File: src/capsense_pkg.sv
// constants and types shared by the capacitive sense scan/threshold block
package capsense_pkg;
  // ********************************************************
  // register map (special-function page and addresses)
  // ********************************************************
  localparam logic [7:0] CFG_PAGE = 8'h00;
  localparam logic [7:0] ADDR_SCAN_MASK_LOW = 8'hd2;
  localparam logic [7:0] ADDR_SCAN_MASK_HIGH = 8'hd3;
  localparam logic [7:0] ADDR_SCAN_START = 8'hdd;
  localparam logic [7:0] ADDR_SCAN_END = 8'hde;
  localparam logic [7:0] ADDR_THRESH_LOW = 8'hfd;
  localparam logic [7:0] ADDR_THRESH_HIGH = 8'hfe;
  localparam logic [7:0] RESET_VALUE = 8'h00;
  // ********************************************************
  // field layout
  // ********************************************************
  localparam int MASK_HIGH_WIDTH = 6;
  localparam int CH_WIDTH = 5;
  localparam int NUM_CH = 14;
  localparam logic [4:0] CH_RESET = 5'h00;
  // ********************************************************
  // start-of-conversion mode codes
  // ********************************************************
  localparam logic [2:0] MODE_SINGLE_SCAN = 3'h5;
  localparam logic [2:0] MODE_AUTO_SCAN = 3'h7;
  typedef enum logic {SEQ_IDLE, SEQ_RUN} seq_state_t;
endpackage

File: src/scan_sequencer.sv
// channel sequencer stepping the mux through range or masked scans
`timescale 1ns/1ps
module scan_sequencer (
  input wire logic clk,
  input wire logic rst_n,
  input wire logic ce,
  input wire logic start,
  input wire logic stop,
  input wire logic masked,
  input wire logic continuous,
  input wire logic [capsense_pkg::NUM_CH-1:0] mask,
  input wire logic [4:0] first_ch,
  input wire logic [4:0] last_ch,
  input wire logic conv_done,
  output logic load,
  output logic [4:0] load_ch,
  output logic running
);
  capsense_pkg::seq_state_t state, next_state;
  logic next_load;
  logic [4:0] next_ch;
  logic [4:0] lowest_ch;
  logic [4:0] above_ch;
  logic any_set;
  logic any_above;
  logic [capsense_pkg::NUM_CH-1:0] above;

  // ********************************************************
  // masked channel search
  // ********************************************************
  genvar g;
  generate
    for (g = 0; g < capsense_pkg::NUM_CH; g++) begin : g_above
      assign above[g] = mask[g] && (5'(g) > load_ch);
    end
  endgenerate

  always_comb begin
    lowest_ch = capsense_pkg::CH_RESET;
    above_ch = capsense_pkg::CH_RESET;
    any_set = 1'b0;
    any_above = 1'b0;
    for (int i = capsense_pkg::NUM_CH - 1; i >= 0; i--) begin
      if (mask[i]) begin
        lowest_ch = 5'(i);
        any_set = 1'b1;
      end
      if (above[i]) begin
        above_ch = 5'(i);
        any_above = 1'b1;
      end
    end
  end

  // ********************************************************
  // state machine
  // ********************************************************
  always_comb begin
    next_state = state;
    next_load = 1'b0;
    next_ch = load_ch;
    unique case (state)
      capsense_pkg::SEQ_IDLE: begin
        // an empty mask has nothing to scan, so the start is dropped
        if (start && (!masked || any_set)) begin
          next_state = capsense_pkg::SEQ_RUN;
          next_load = 1'b1;
          next_ch = masked ? lowest_ch : first_ch;
        end
      end
      capsense_pkg::SEQ_RUN: begin
        if (stop) begin
          next_state = capsense_pkg::SEQ_IDLE;
        end else if (conv_done && masked) begin
          if (any_above) begin
            next_load = 1'b1;
            next_ch = above_ch;
          end else if (continuous && any_set) begin
            next_load = 1'b1;
            next_ch = lowest_ch;
          end else begin
            next_state = capsense_pkg::SEQ_IDLE;
          end
        end else if (conv_done) begin
          next_load = 1'b1;
          // ascending, wrapping back to the start channel
          next_ch = (load_ch == last_ch) ? first_ch : load_ch + 5'h01;
        end
      end
    endcase
  end

  always_ff @(posedge clk or negedge rst_n) begin
    if (!rst_n) begin
      state <= capsense_pkg::SEQ_IDLE;
      load <= 1'b0;
      load_ch <= capsense_pkg::CH_RESET;
    end else if (ce) begin
      state <= next_state;
      load <= next_load;
      load_ch <= next_ch;
    end
  end

  assign running = (state == capsense_pkg::SEQ_RUN);
endmodule

File: src/capsense_scan_threshold_regs.sv
// scan masks, scan range and comparator threshold of the capacitive sensor
//
// Contract
// [RULE1] 8-bit low scan mask; set bits join the scan when masking is on.
// [RULE2] 6-bit high scan mask in bits 5:0; bits 7:6 read zero.
// [RULE3] 5-bit start channel: first channel of the range auto-scan.
// [RULE4] in auto-scan, writing start channel also loads the mux select.
// [RULE5] 5-bit end channel: last channel of the range auto-scan.
// [RULE6] start/end bits 7:5 read zero and ignore writes.
// [RULE7] high byte of the 16-bit comparator threshold.
// [RULE8] low byte of the 16-bit comparator threshold.
// [RULE9] registers live on page zero at d2, d3, dd, de, fd, fe.
// [RULE10] masked: code 101 scans mask once, 111 scans it continuously.
// [RULE11] unmasked code 111 loops start..end after a busy-bit write.
// [RULE12] comparator flag sets above threshold; software clears it.
// [RULE13] range scan ascends start to end, then returns to start.
`timescale 1ns/1ps
module capsense_scan_threshold_regs (
  input wire logic clk,
  input wire logic rst_n,
  input wire logic ce,
  input wire logic [7:0] sfr_page,
  input wire logic [7:0] sfr_addr,
  input wire logic sfr_wr,
  input wire logic sfr_rd,
  input wire logic [7:0] sfr_wdata,
  output logic [7:0] sfr_rdata,
  input wire logic scan_mask_enable,
  input wire logic [2:0] conversion_start_mode,
  input wire logic busy_write,
  input wire logic mux_wr,
  input wire logic [4:0] mux_wdata,
  input wire logic conv_done,
  input wire logic [15:0] conv_result,
  input wire logic flag_clear,
  output logic [4:0] input_mux_select,
  output logic comparator_flag,
  output logic scan_active
);
  logic [7:0] scan_mask_low, next_scan_mask_low;
  logic [5:0] scan_mask_high, next_scan_mask_high;
  logic [4:0] scan_start_channel, next_scan_start_channel;
  logic [4:0] scan_end_channel, next_scan_end_channel;
  logic [7:0] threshold_low_byte, next_threshold_low_byte;
  logic [7:0] threshold_high_byte, next_threshold_high_byte;
  logic [7:0] next_sfr_rdata;
  logic [4:0] next_input_mux_select;
  logic next_comparator_flag;
  logic page_ok;
  logic auto_scan;
  logic scan_start;
  logic scan_stop;
  logic seq_load;
  logic [4:0] seq_ch;
  logic [15:0] threshold;

  assign page_ok = (sfr_page == capsense_pkg::CFG_PAGE);
  assign auto_scan = (conversion_start_mode == capsense_pkg::MODE_AUTO_SCAN);
  assign threshold = {threshold_high_byte, threshold_low_byte};

  // ********************************************************
  // register writes
  // ********************************************************
  always_comb begin
    next_scan_mask_low = scan_mask_low;
    next_scan_mask_high = scan_mask_high;
    next_scan_start_channel = scan_start_channel;
    next_scan_end_channel = scan_end_channel;
    next_threshold_low_byte = threshold_low_byte;
    next_threshold_high_byte = threshold_high_byte;
    if (sfr_wr && page_ok) begin // [RULE9]
      unique case (sfr_addr)
        capsense_pkg::ADDR_SCAN_MASK_LOW:
          next_scan_mask_low = sfr_wdata; // [RULE1]
        capsense_pkg::ADDR_SCAN_MASK_HIGH:
          next_scan_mask_high = sfr_wdata[5:0]; // [RULE2]
        capsense_pkg::ADDR_SCAN_START:
          next_scan_start_channel = sfr_wdata[4:0]; // [RULE3] [RULE6]
        capsense_pkg::ADDR_SCAN_END:
          next_scan_end_channel = sfr_wdata[4:0]; // [RULE5] [RULE6]
        capsense_pkg::ADDR_THRESH_LOW:
          next_threshold_low_byte = sfr_wdata; // [RULE8]
        capsense_pkg::ADDR_THRESH_HIGH:
          next_threshold_high_byte = sfr_wdata; // [RULE7]
        default: begin
        end
      endcase
    end
  end

  // ********************************************************
  // register reads, answered one cycle after the strobe
  // ********************************************************
  always_comb begin
    next_sfr_rdata = sfr_rdata;
    if (sfr_rd) begin
      next_sfr_rdata = 8'h00;
      if (page_ok) begin
        unique case (sfr_addr)
          capsense_pkg::ADDR_SCAN_MASK_LOW: next_sfr_rdata = scan_mask_low;
          capsense_pkg::ADDR_SCAN_MASK_HIGH:
            next_sfr_rdata = {2'h0, scan_mask_high}; // [RULE2]
          capsense_pkg::ADDR_SCAN_START:
            next_sfr_rdata = {3'h0, scan_start_channel}; // [RULE6]
          capsense_pkg::ADDR_SCAN_END:
            next_sfr_rdata = {3'h0, scan_end_channel}; // [RULE6]
          capsense_pkg::ADDR_THRESH_LOW: next_sfr_rdata = threshold_low_byte;
          capsense_pkg::ADDR_THRESH_HIGH:
            next_sfr_rdata = threshold_high_byte;
          default: next_sfr_rdata = 8'h00;
        endcase
      end
    end
  end

  // ********************************************************
  // scan control and mux select
  // ********************************************************
  assign scan_start = busy_write && (auto_scan ||
    (scan_mask_enable &&
     conversion_start_mode == capsense_pkg::MODE_SINGLE_SCAN)); // [RULE10]
  // any other mode code ends a running scan
  assign scan_stop = !auto_scan &&
    conversion_start_mode != capsense_pkg::MODE_SINGLE_SCAN;

  scan_sequencer u_seq (
    .clk(clk),
    .rst_n(rst_n),
    .ce(ce),
    .start(scan_start),
    .stop(scan_stop),
    .masked(scan_mask_enable),
    .continuous(auto_scan),
    .mask({scan_mask_high, scan_mask_low}),
    .first_ch(scan_start_channel),
    .last_ch(scan_end_channel),
    .conv_done(conv_done),
    .load(seq_load),
    .load_ch(seq_ch),
    .running(scan_active)
  );

  always_comb begin
    next_input_mux_select = input_mux_select;
    // a sequencer load beats software writes in the same cycle; between loads the writes still land
    if (seq_load) begin
      next_input_mux_select = seq_ch; // [RULE11] [RULE13]
    end else if (sfr_wr && page_ok && auto_scan &&
                 sfr_addr == capsense_pkg::ADDR_SCAN_START) begin
      next_input_mux_select = sfr_wdata[4:0]; // [RULE4]
    end else if (mux_wr) begin
      next_input_mux_select = mux_wdata;
    end
  end

  // ********************************************************
  // comparator flag
  // ********************************************************
  always_comb begin
    next_comparator_flag = comparator_flag;
    if (flag_clear) begin
      next_comparator_flag = 1'b0;
    end
    // set beats a clear in the same cycle so no event is lost
    if (conv_done && conv_result > threshold) begin
      next_comparator_flag = 1'b1; // [RULE12]
    end
  end

  always_ff @(posedge clk or negedge rst_n) begin
    if (!rst_n) begin
      scan_mask_low <= capsense_pkg::RESET_VALUE;
      scan_mask_high <= 6'h00;
      scan_start_channel <= capsense_pkg::CH_RESET;
      scan_end_channel <= capsense_pkg::CH_RESET;
      threshold_low_byte <= capsense_pkg::RESET_VALUE;
      threshold_high_byte <= capsense_pkg::RESET_VALUE;
      sfr_rdata <= capsense_pkg::RESET_VALUE;
      input_mux_select <= capsense_pkg::CH_RESET;
      comparator_flag <= 1'b0;
    end else if (ce) begin
      scan_mask_low <= next_scan_mask_low;
      scan_mask_high <= next_scan_mask_high;
      scan_start_channel <= next_scan_start_channel;
      scan_end_channel <= next_scan_end_channel;
      threshold_low_byte <= next_threshold_low_byte;
      threshold_high_byte <= next_threshold_high_byte;
      sfr_rdata <= next_sfr_rdata;
      input_mux_select <= next_input_mux_select;
      comparator_flag <= next_comparator_flag;
    end
  end
endmodule

File: config.mk
export PLATFORM = sky130hd
export DESIGN_NAME = capsense_scan_threshold_regs
export DESIGN_NICKNAME = d
export VERILOG_FILES = /design/src/capsense_pkg.sv /design/src/scan_sequencer.sv /design/src/capsense_scan_threshold_regs.sv
export SDC_FILE = /design/constraint.sdc
export NUM_CORES = 1
export LEC_CHECK = 0
export BUFFER_PORTS_ARGS = -buffer_cell sky130_fd_sc_hd__buf_2
export CORE_MARGIN = 2
export CORE_UTILIZATION = 53
export DETAILED_ROUTE_END_ITERATION = 12
export MAX_ROUTING_LAYER = met4
export PLACE_DENSITY_LB_ADDON = 0.3
export SLEW_MARGIN = 15
export SYNTH_ARGS = -nofsm -noshare
export SYNTH_HDL_FRONTEND = slang
export SYNTH_SLANG_ARGS = --single-unit
export TNS_END_PERCENT = 10
File: constraint.sdc
create_clock -name clk -period 2.88 [get_ports clk]
set_clock_uncertainty 0.2 [all_clocks]
set_input_delay 0.144 -clock clk [delete_from_list [all_inputs] [get_ports clk]]
set_output_delay 0.144 -clock clk [all_outputs]
set_load 0.02 [all_outputs]
* Word level (Yosys, flattened, before mapping)
Index checks and enable logic that the tools add are counted.
** Storage, ports and cells
- Register bits :: 61
** Operators by class
- Add/sub/neg operators :: 1
- Order comparisons :: 15
- Equal/unequal tests :: 14
- Mux-type cells :: 82
- Bitwise logic cells :: 1
- Reduce and logical (&&, ||, !) cells :: 41
** Operator list (number)
- two-way mux 5 bit :: 24
- two-way mux 4 bit :: 15
- equality test 8 bit (second input constant) :: 6
- one-hot mux 8 bit (6 select lines) :: 1
- two-way mux 1 bit :: 38
- greater-than comparator 4 x 5 -> 1 bit (first input constant) :: 6
- logical AND 1 bit :: 24
- greater-than comparator 3 x 5 -> 1 bit (first input constant) :: 4
- AND reduction 3 bit :: 6
- greater-than comparator 16 bit :: 1
- greater-than comparator 1 x 5 -> 1 bit (first input constant) :: 2
- greater-than comparator 2 x 5 -> 1 bit (first input constant) :: 2
- one-hot mux 5 bit (2 select lines) :: 1
- logical NOT 8 bit :: 1
- two-way mux 8 bit :: 1
- equality test 3 bit (second input constant) :: 2
- != test 3 bit (second input constant) :: 2
- AND reduction 2 bit :: 3
- adder 5 x 1 -> 5 bit (second input constant) :: 1
- equality test 5 bit :: 1
- AND reduction 5 bit :: 1
- != test 4 bit (second input constant) :: 1
- one-hot mux 1 bit (2 select lines) :: 2
- nonzero test 3 bit :: 1
- 6 further kinds :: 8

* Depth between registers and ports, before layout
- Word-level depth :: 20
- Mapped depth :: 10

* Modules after synthesis
From an unflattened synthesis, not the netlist that was laid out.
** Unflattened totals
- Cell total of the unflattened synthesis :: 439
- Area, all modules :: 4170.2 µm²
** By module, submodules not included
- capsense_scan_threshold_regs :: times used 1, cells each 261, area each 2939.1 µm², seq. area each 1351.3 µm²
- scan_sequencer :: times used 1, cells each 178, area each 1231.2 µm², seq. area each 175.2 µm²

* Worst setup path before layout
Ideal clock, no wire load.
- Path kind :: reg2reg
- From :: register u_seq.load_ch[0]
- To :: register u_seq.load_ch[3]
- Library setup time :: 125 ps
- Arrival time :: 2189 ps
- Data required time :: 2555 ps
- Slack :: 366 ps
- Cell stages (with the launch flop) :: 10
- Cells stage by stage :: dfrtp_1 > buf_2 > inv_1 > ha_1 > a21bo_2 > a221o_1 > o211ai_2 > nor3_2 > o21ai_4 > mux2_4
** Between the ends
- Longest elaborated chain between the ends :: 20
** Ends and longest elaborated chain
- start, declared :: RTL line scan_sequencer.sv:16 : output logic [4:0] load_ch,
- start signal, assigned :: RTL line scan_sequencer.sv:97 : load_ch <= capsense_pkg::CH_RESET;
- start signal, assigned :: RTL line scan_sequencer.sv:101 : load_ch <= next_ch;
- greater-than comparator 4 x 5 -> 1 bit :: RTL line scan_sequencer.sv:34 : assign above[g] = mask[g] && (5'(g) > load_ch);
- logical AND 1 bit :: RTL line scan_sequencer.sv:34
- two-way mux 4 bit / two-way mux 1 bit (equally long branches) (14 in a row) :: RTL line scan_sequencer.sv:48 : if (above[i]) begin
- two-way mux 5 bit :: RTL line scan_sequencer.sv:75 : if (any_above) begin
- two-way mux 5 bit :: RTL line scan_sequencer.sv:74 : end else if (conv_done && masked) begin
- two-way mux 5 bit :: RTL line scan_sequencer.sv:72 : if (stop) begin
- one-hot mux 5 bit (2 select lines) :: RTL line scan_sequencer.sv:62 : unique case (state)
Several ways; a longest one is shown, not always the timed one. The select of a mux whose other input is x is not followed.
A chain may end at the register's enable or synchronous reset.

* Worst setup path after layout
- From :: register u_seq.load_ch[1]
- To :: register u_seq.load_ch[4]
** Between the ends
- Longest elaborated chain between the ends :: 20
** Ends and longest elaborated chain (RTL line)
- greater-than comparator 4 x 5 -> 1 bit :: scan_sequencer.sv:34
- logical AND 1 bit :: scan_sequencer.sv:34
- two-way mux 1 bit (14 in a row) :: scan_sequencer.sv:48
- two-way mux 5 bit :: scan_sequencer.sv:75
- two-way mux 5 bit :: scan_sequencer.sv:74
- two-way mux 5 bit :: scan_sequencer.sv:72
- one-hot mux 5 bit (2 select lines) :: scan_sequencer.sv:62
Several ways; a longest one is shown, not always the timed one. The select of a mux whose other input is x is not followed.

==> flow_metrics.env <==
export IMPL_status="finished, final reports clean"
export IMPL_antenna_found_initial=0
export IMPL_fin_crit_ps=2700
export IMPL_tightest_slew_ps=1030
export IMPL_start_util_pct=55.0
export IMPL_rsz0062_at_grt="false"
export IMPL_instances_no_fill=662
export IMPL_gr_usage_all_layers_pct=30.1
export IMPL_cts_root_buffer="clkbuf_8"
export IMPL_yosys_warnings=0
export IMPL_synthCells=461
export IMPL_core_mm2=0.00777
export IMPL_p_total_mw=2.29
export IMPL_cp_cell_sequence="buf_4 > or3_1 > a21o_1 > a21oi_1 > nor3_2 > o21ai_4 > mux2_4"
export IMPL_remaining_drc_errors=0
export IMPL_dp_slack_ps=248
export IMPL_wire_per_inst_um=18.6
export IMPL_reg2reg_depth=7
export IMPL_hp_class="in2reg"
export IMPL_dpl_cell_area_mm2=0.00477
export IMPL_grt_max_degree=47
export IMPL_worstPathMaxFanout=9
export IMPL_relSlewSlack_pct=31.4
export IMPL_numPortBuffers=72
export IMPL_cts_sinks=61
export IMPL_first_pass_iters=5
export IMPL_synth_edff_count=0
export IMPL_slew_viol_final=0
export IMPL_r2r_slack_ps=180
export IMPL_cts_buffers=9
export IMPL_postLayoutCoreUtil_pct=65.8
export IMPL_ys_seq_elements=61
export IMPL_ys_types=75
export IMPL_powerDensity_mw_per_mm2=448
export IMPL_finalSetupViolations=0
export IMPL_overflow=0
export IMPL_worst_r2r_startpoint="u_seq.load_ch[1]$_DFFE_PN0P_"
export IMPL_num_rows=32
export IMPL_cpMaxStageDelayCell="dfrtp_1"
export IMPL_clock_fmax_mhz=370
export IMPL_synth_nets=538
export IMPL_grt_pass1_wl_mm=19.7
export IMPL_yosysSeqAreaShare_pct=35.7
export IMPL_dieArea_mm2=0.00879
export IMPL_final_common_cell="buf_2"
export IMPL_min_from="mux_wdata[0]"
export IMPL_syn_to_final_growth_pct=19.6
export IMPL_cp_end_kind="register"
export IMPL_setup_ws_ps=180
export IMPL_htreeDepth=3
export IMPL_whs_path_depth=4
export IMPL_min_period_over_period_pct=93.8
export IMPL_holdWs_ps=4.60
export IMPL_nets=633
export IMPL_die_w_um=93.8
export IMPL_drt_iter0_markers=300
export IMPL_crit_required_ps=2920
export IMPL_n_antenna_cell=0
export IMPL_synth_async_reset_ratio_pct=100
export IMPL_clk_latency_ps=350
export IMPL_p_leak_nw=2.41
export IMPL_stdcell_area_mm2=0.00511
export IMPL_hold_path_end="input_mux_select[0]$_DFFE_PN0P_"
export IMPL_finalHoldViolations=0
export IMPL_synth_top_flop_cell="dfrtp_1"
export IMPL_cts_tree="yes"
export IMPL_ioPinCount=73
export IMPL_final_layout_size_suffix_gt1_share_pct=27.0
export IMPL_hpwl_mm=9.17
export IMPL_fin_tns_setup_ps=0
export IMPL_cap_violations=0
export IMPL_r2r_end="u_seq.load_ch[4]$_DFFE_PN0P_"
export IMPL_clkTransAtPathRegs_ps=80
export IMPL_cpPeakStageDelay_ps=470
export IMPL_drtAntennaViolNets=0
export IMPL_cts_buffer_depth=2
export IMPL_startpoint_type="register"
export IMPL_die_y_um=93.8
export IMPL_post_drt_via_cell_ratio=6.16
export IMPL_worst_setup_path_type="reg2reg"
export IMPL_routabilityCongestion=0.965
export IMPL_grt_pass1_vias=3896
export IMPL_syn_area_mm2=0.00427
export IMPL_totalWireLength_mm=12.3
export IMPL_place_inst=631
export IMPL_crit_family="compound AO/OA/AOI/OAI gates"
export IMPL_syn_avg_cell_area_um2=9.27
export IMPL_vdd_drop_max_mv=0.359
export IMPL_layout_common_cells="72 x buf_2, 61 x dfrtp_1, 50 x nand2_1, 43 x o21ai_0, 29 x inv_1"
export IMPL_num_vias=4076
export IMPL_cp_arrival_ps=2740
export IMPL_path_buf_inv=1
==> layer usage <==
layer	global-route usage (%)	routed length [um]
met5	-	0
met4	6.52	201
met3	7.06	964
met2	47.9	5710
met1	39.7	5470
==> synthesized netlist by cell type (2+ instances only) <==
library cell  count  area (um2)
dfrtp_1          61        1530
nand2_1          50         188
o21ai_0          43         215
inv_1            29         109
a21oi_1          26         130
ha_1             19         238
mux2_2           19         214
nor2_1           19        71.3
buf_2            14        70.1
mux2i_1          13         130
a21o_1           10        75.1
nand3_1          10        50.1
a221oi_1          8        70.1
o22ai_1           8        50.1
a211oi_1          7        52.6
nor2b_1           7        43.8
a21boi_0          6        45.0
o21ai_1           6        30.0
a22oi_1           5        37.5
and3_1            5        31.3
mux2_1            5        56.3
xor2_1            5        43.8
nand2b_1          4        25.0
a221o_1           3        30.0
a31oi_1           3        18.8
and2_1            3        18.8
clkbuf_1          3        11.3
nand4_1           3        18.8
nor2_2            3        18.8
nor3_1            3        15.0
o211ai_1          3        22.5
or2_2             3        18.8
or3_1             3        18.8
xnor2_1           3        26.3
a222oi_1          2        20.0
buf_6             2        22.5
mux2_4            2        30.0
nor3_4            2        32.5
nor4_2            2        25.0
nor4_4            2        42.5
o31ai_1           2        15.0
or4_4             2        22.5
==> worst max path at each step <==
stage	from	to	slack, ps	cells past startpoint
floorplan	u_seq.load_ch[0]$_DFFE_PN0P_	u_seq.load_ch[3]$_DFFE_PN0P_	370	9
global placement	u_seq.load_ch[1]$_DFFE_PN0P_	u_seq.load_ch[3]$_DFFE_PN0P_	310	7
detailed placement	u_seq.load_ch[1]$_DFFE_PN0P_	u_seq.load_ch[4]$_DFFE_PN0P_	250	7
CTS	u_seq.load_ch[1]$_DFFE_PN0P_	u_seq.load_ch[4]$_DFFE_PN0P_	230	7
global route	u_seq.load_ch[0]$_DFFE_PN0P_	u_seq.running$_DFFE_PN0P_	40	9
finish	u_seq.load_ch[1]$_DFFE_PN0P_	u_seq.load_ch[4]$_DFFE_PN0P_	180	7
==> state kept, by name, summed over array words and instances, names as in the netlist <==
signal               count
scan_end_channel         5
u_seq.load_ch            5
threshold_low_byte       8
threshold_high_byte      8
input_mux_select         5
scan_mask_low            8
u_seq.load               1
scan_start_channel       5
u_seq.running            1
comparator_flag          1
sfr_rdata                8
scan_mask_high           6
==> tightest hold or removal path, delay by kind of cell <==
kind                   cells  cell delay [ps]
AOI/OAI and AO/OA          1              110
buffers and inverters      1               80
muxes                      2              180
==> logic make-up after synthesis <==
kind of cell	synth area share, %
AO/OA/AOI/OAI	23.9
AND/OR/NAND/NOR	17.8
flip-flops	35.7
buffers and inverters	5.27
multiplexers	10.1
adder cells (fa/ha/maj)	5.57
XOR/XNOR	1.64
==> timing repair <==
item	CTS	global route
gates resized for setup	0	1
setup buffers	0	0
endpoints found under the hold margin	84	0
setup endpoints to repair	0	1
hold buffers	16	0
==> area by class of cell <==
class | instances | area [um2]
clock buffer | 10 | 138
clock inverter | 5 | 36.3
fill | 657 | 2660
inverter | 29 | 109
multi-input combinational | 350 | 2520
sequential | 61 | 1530
tap | 102 | 128
timing repair buffer | 105 | 648
==> power by group <==
group,switching [mW],internal (mW)
Combinational,0.364,0.277
Sequential,0.0665,0.890
Clock,0.361,0.332
No activity file was read; power rests on OpenSTA's default activity.
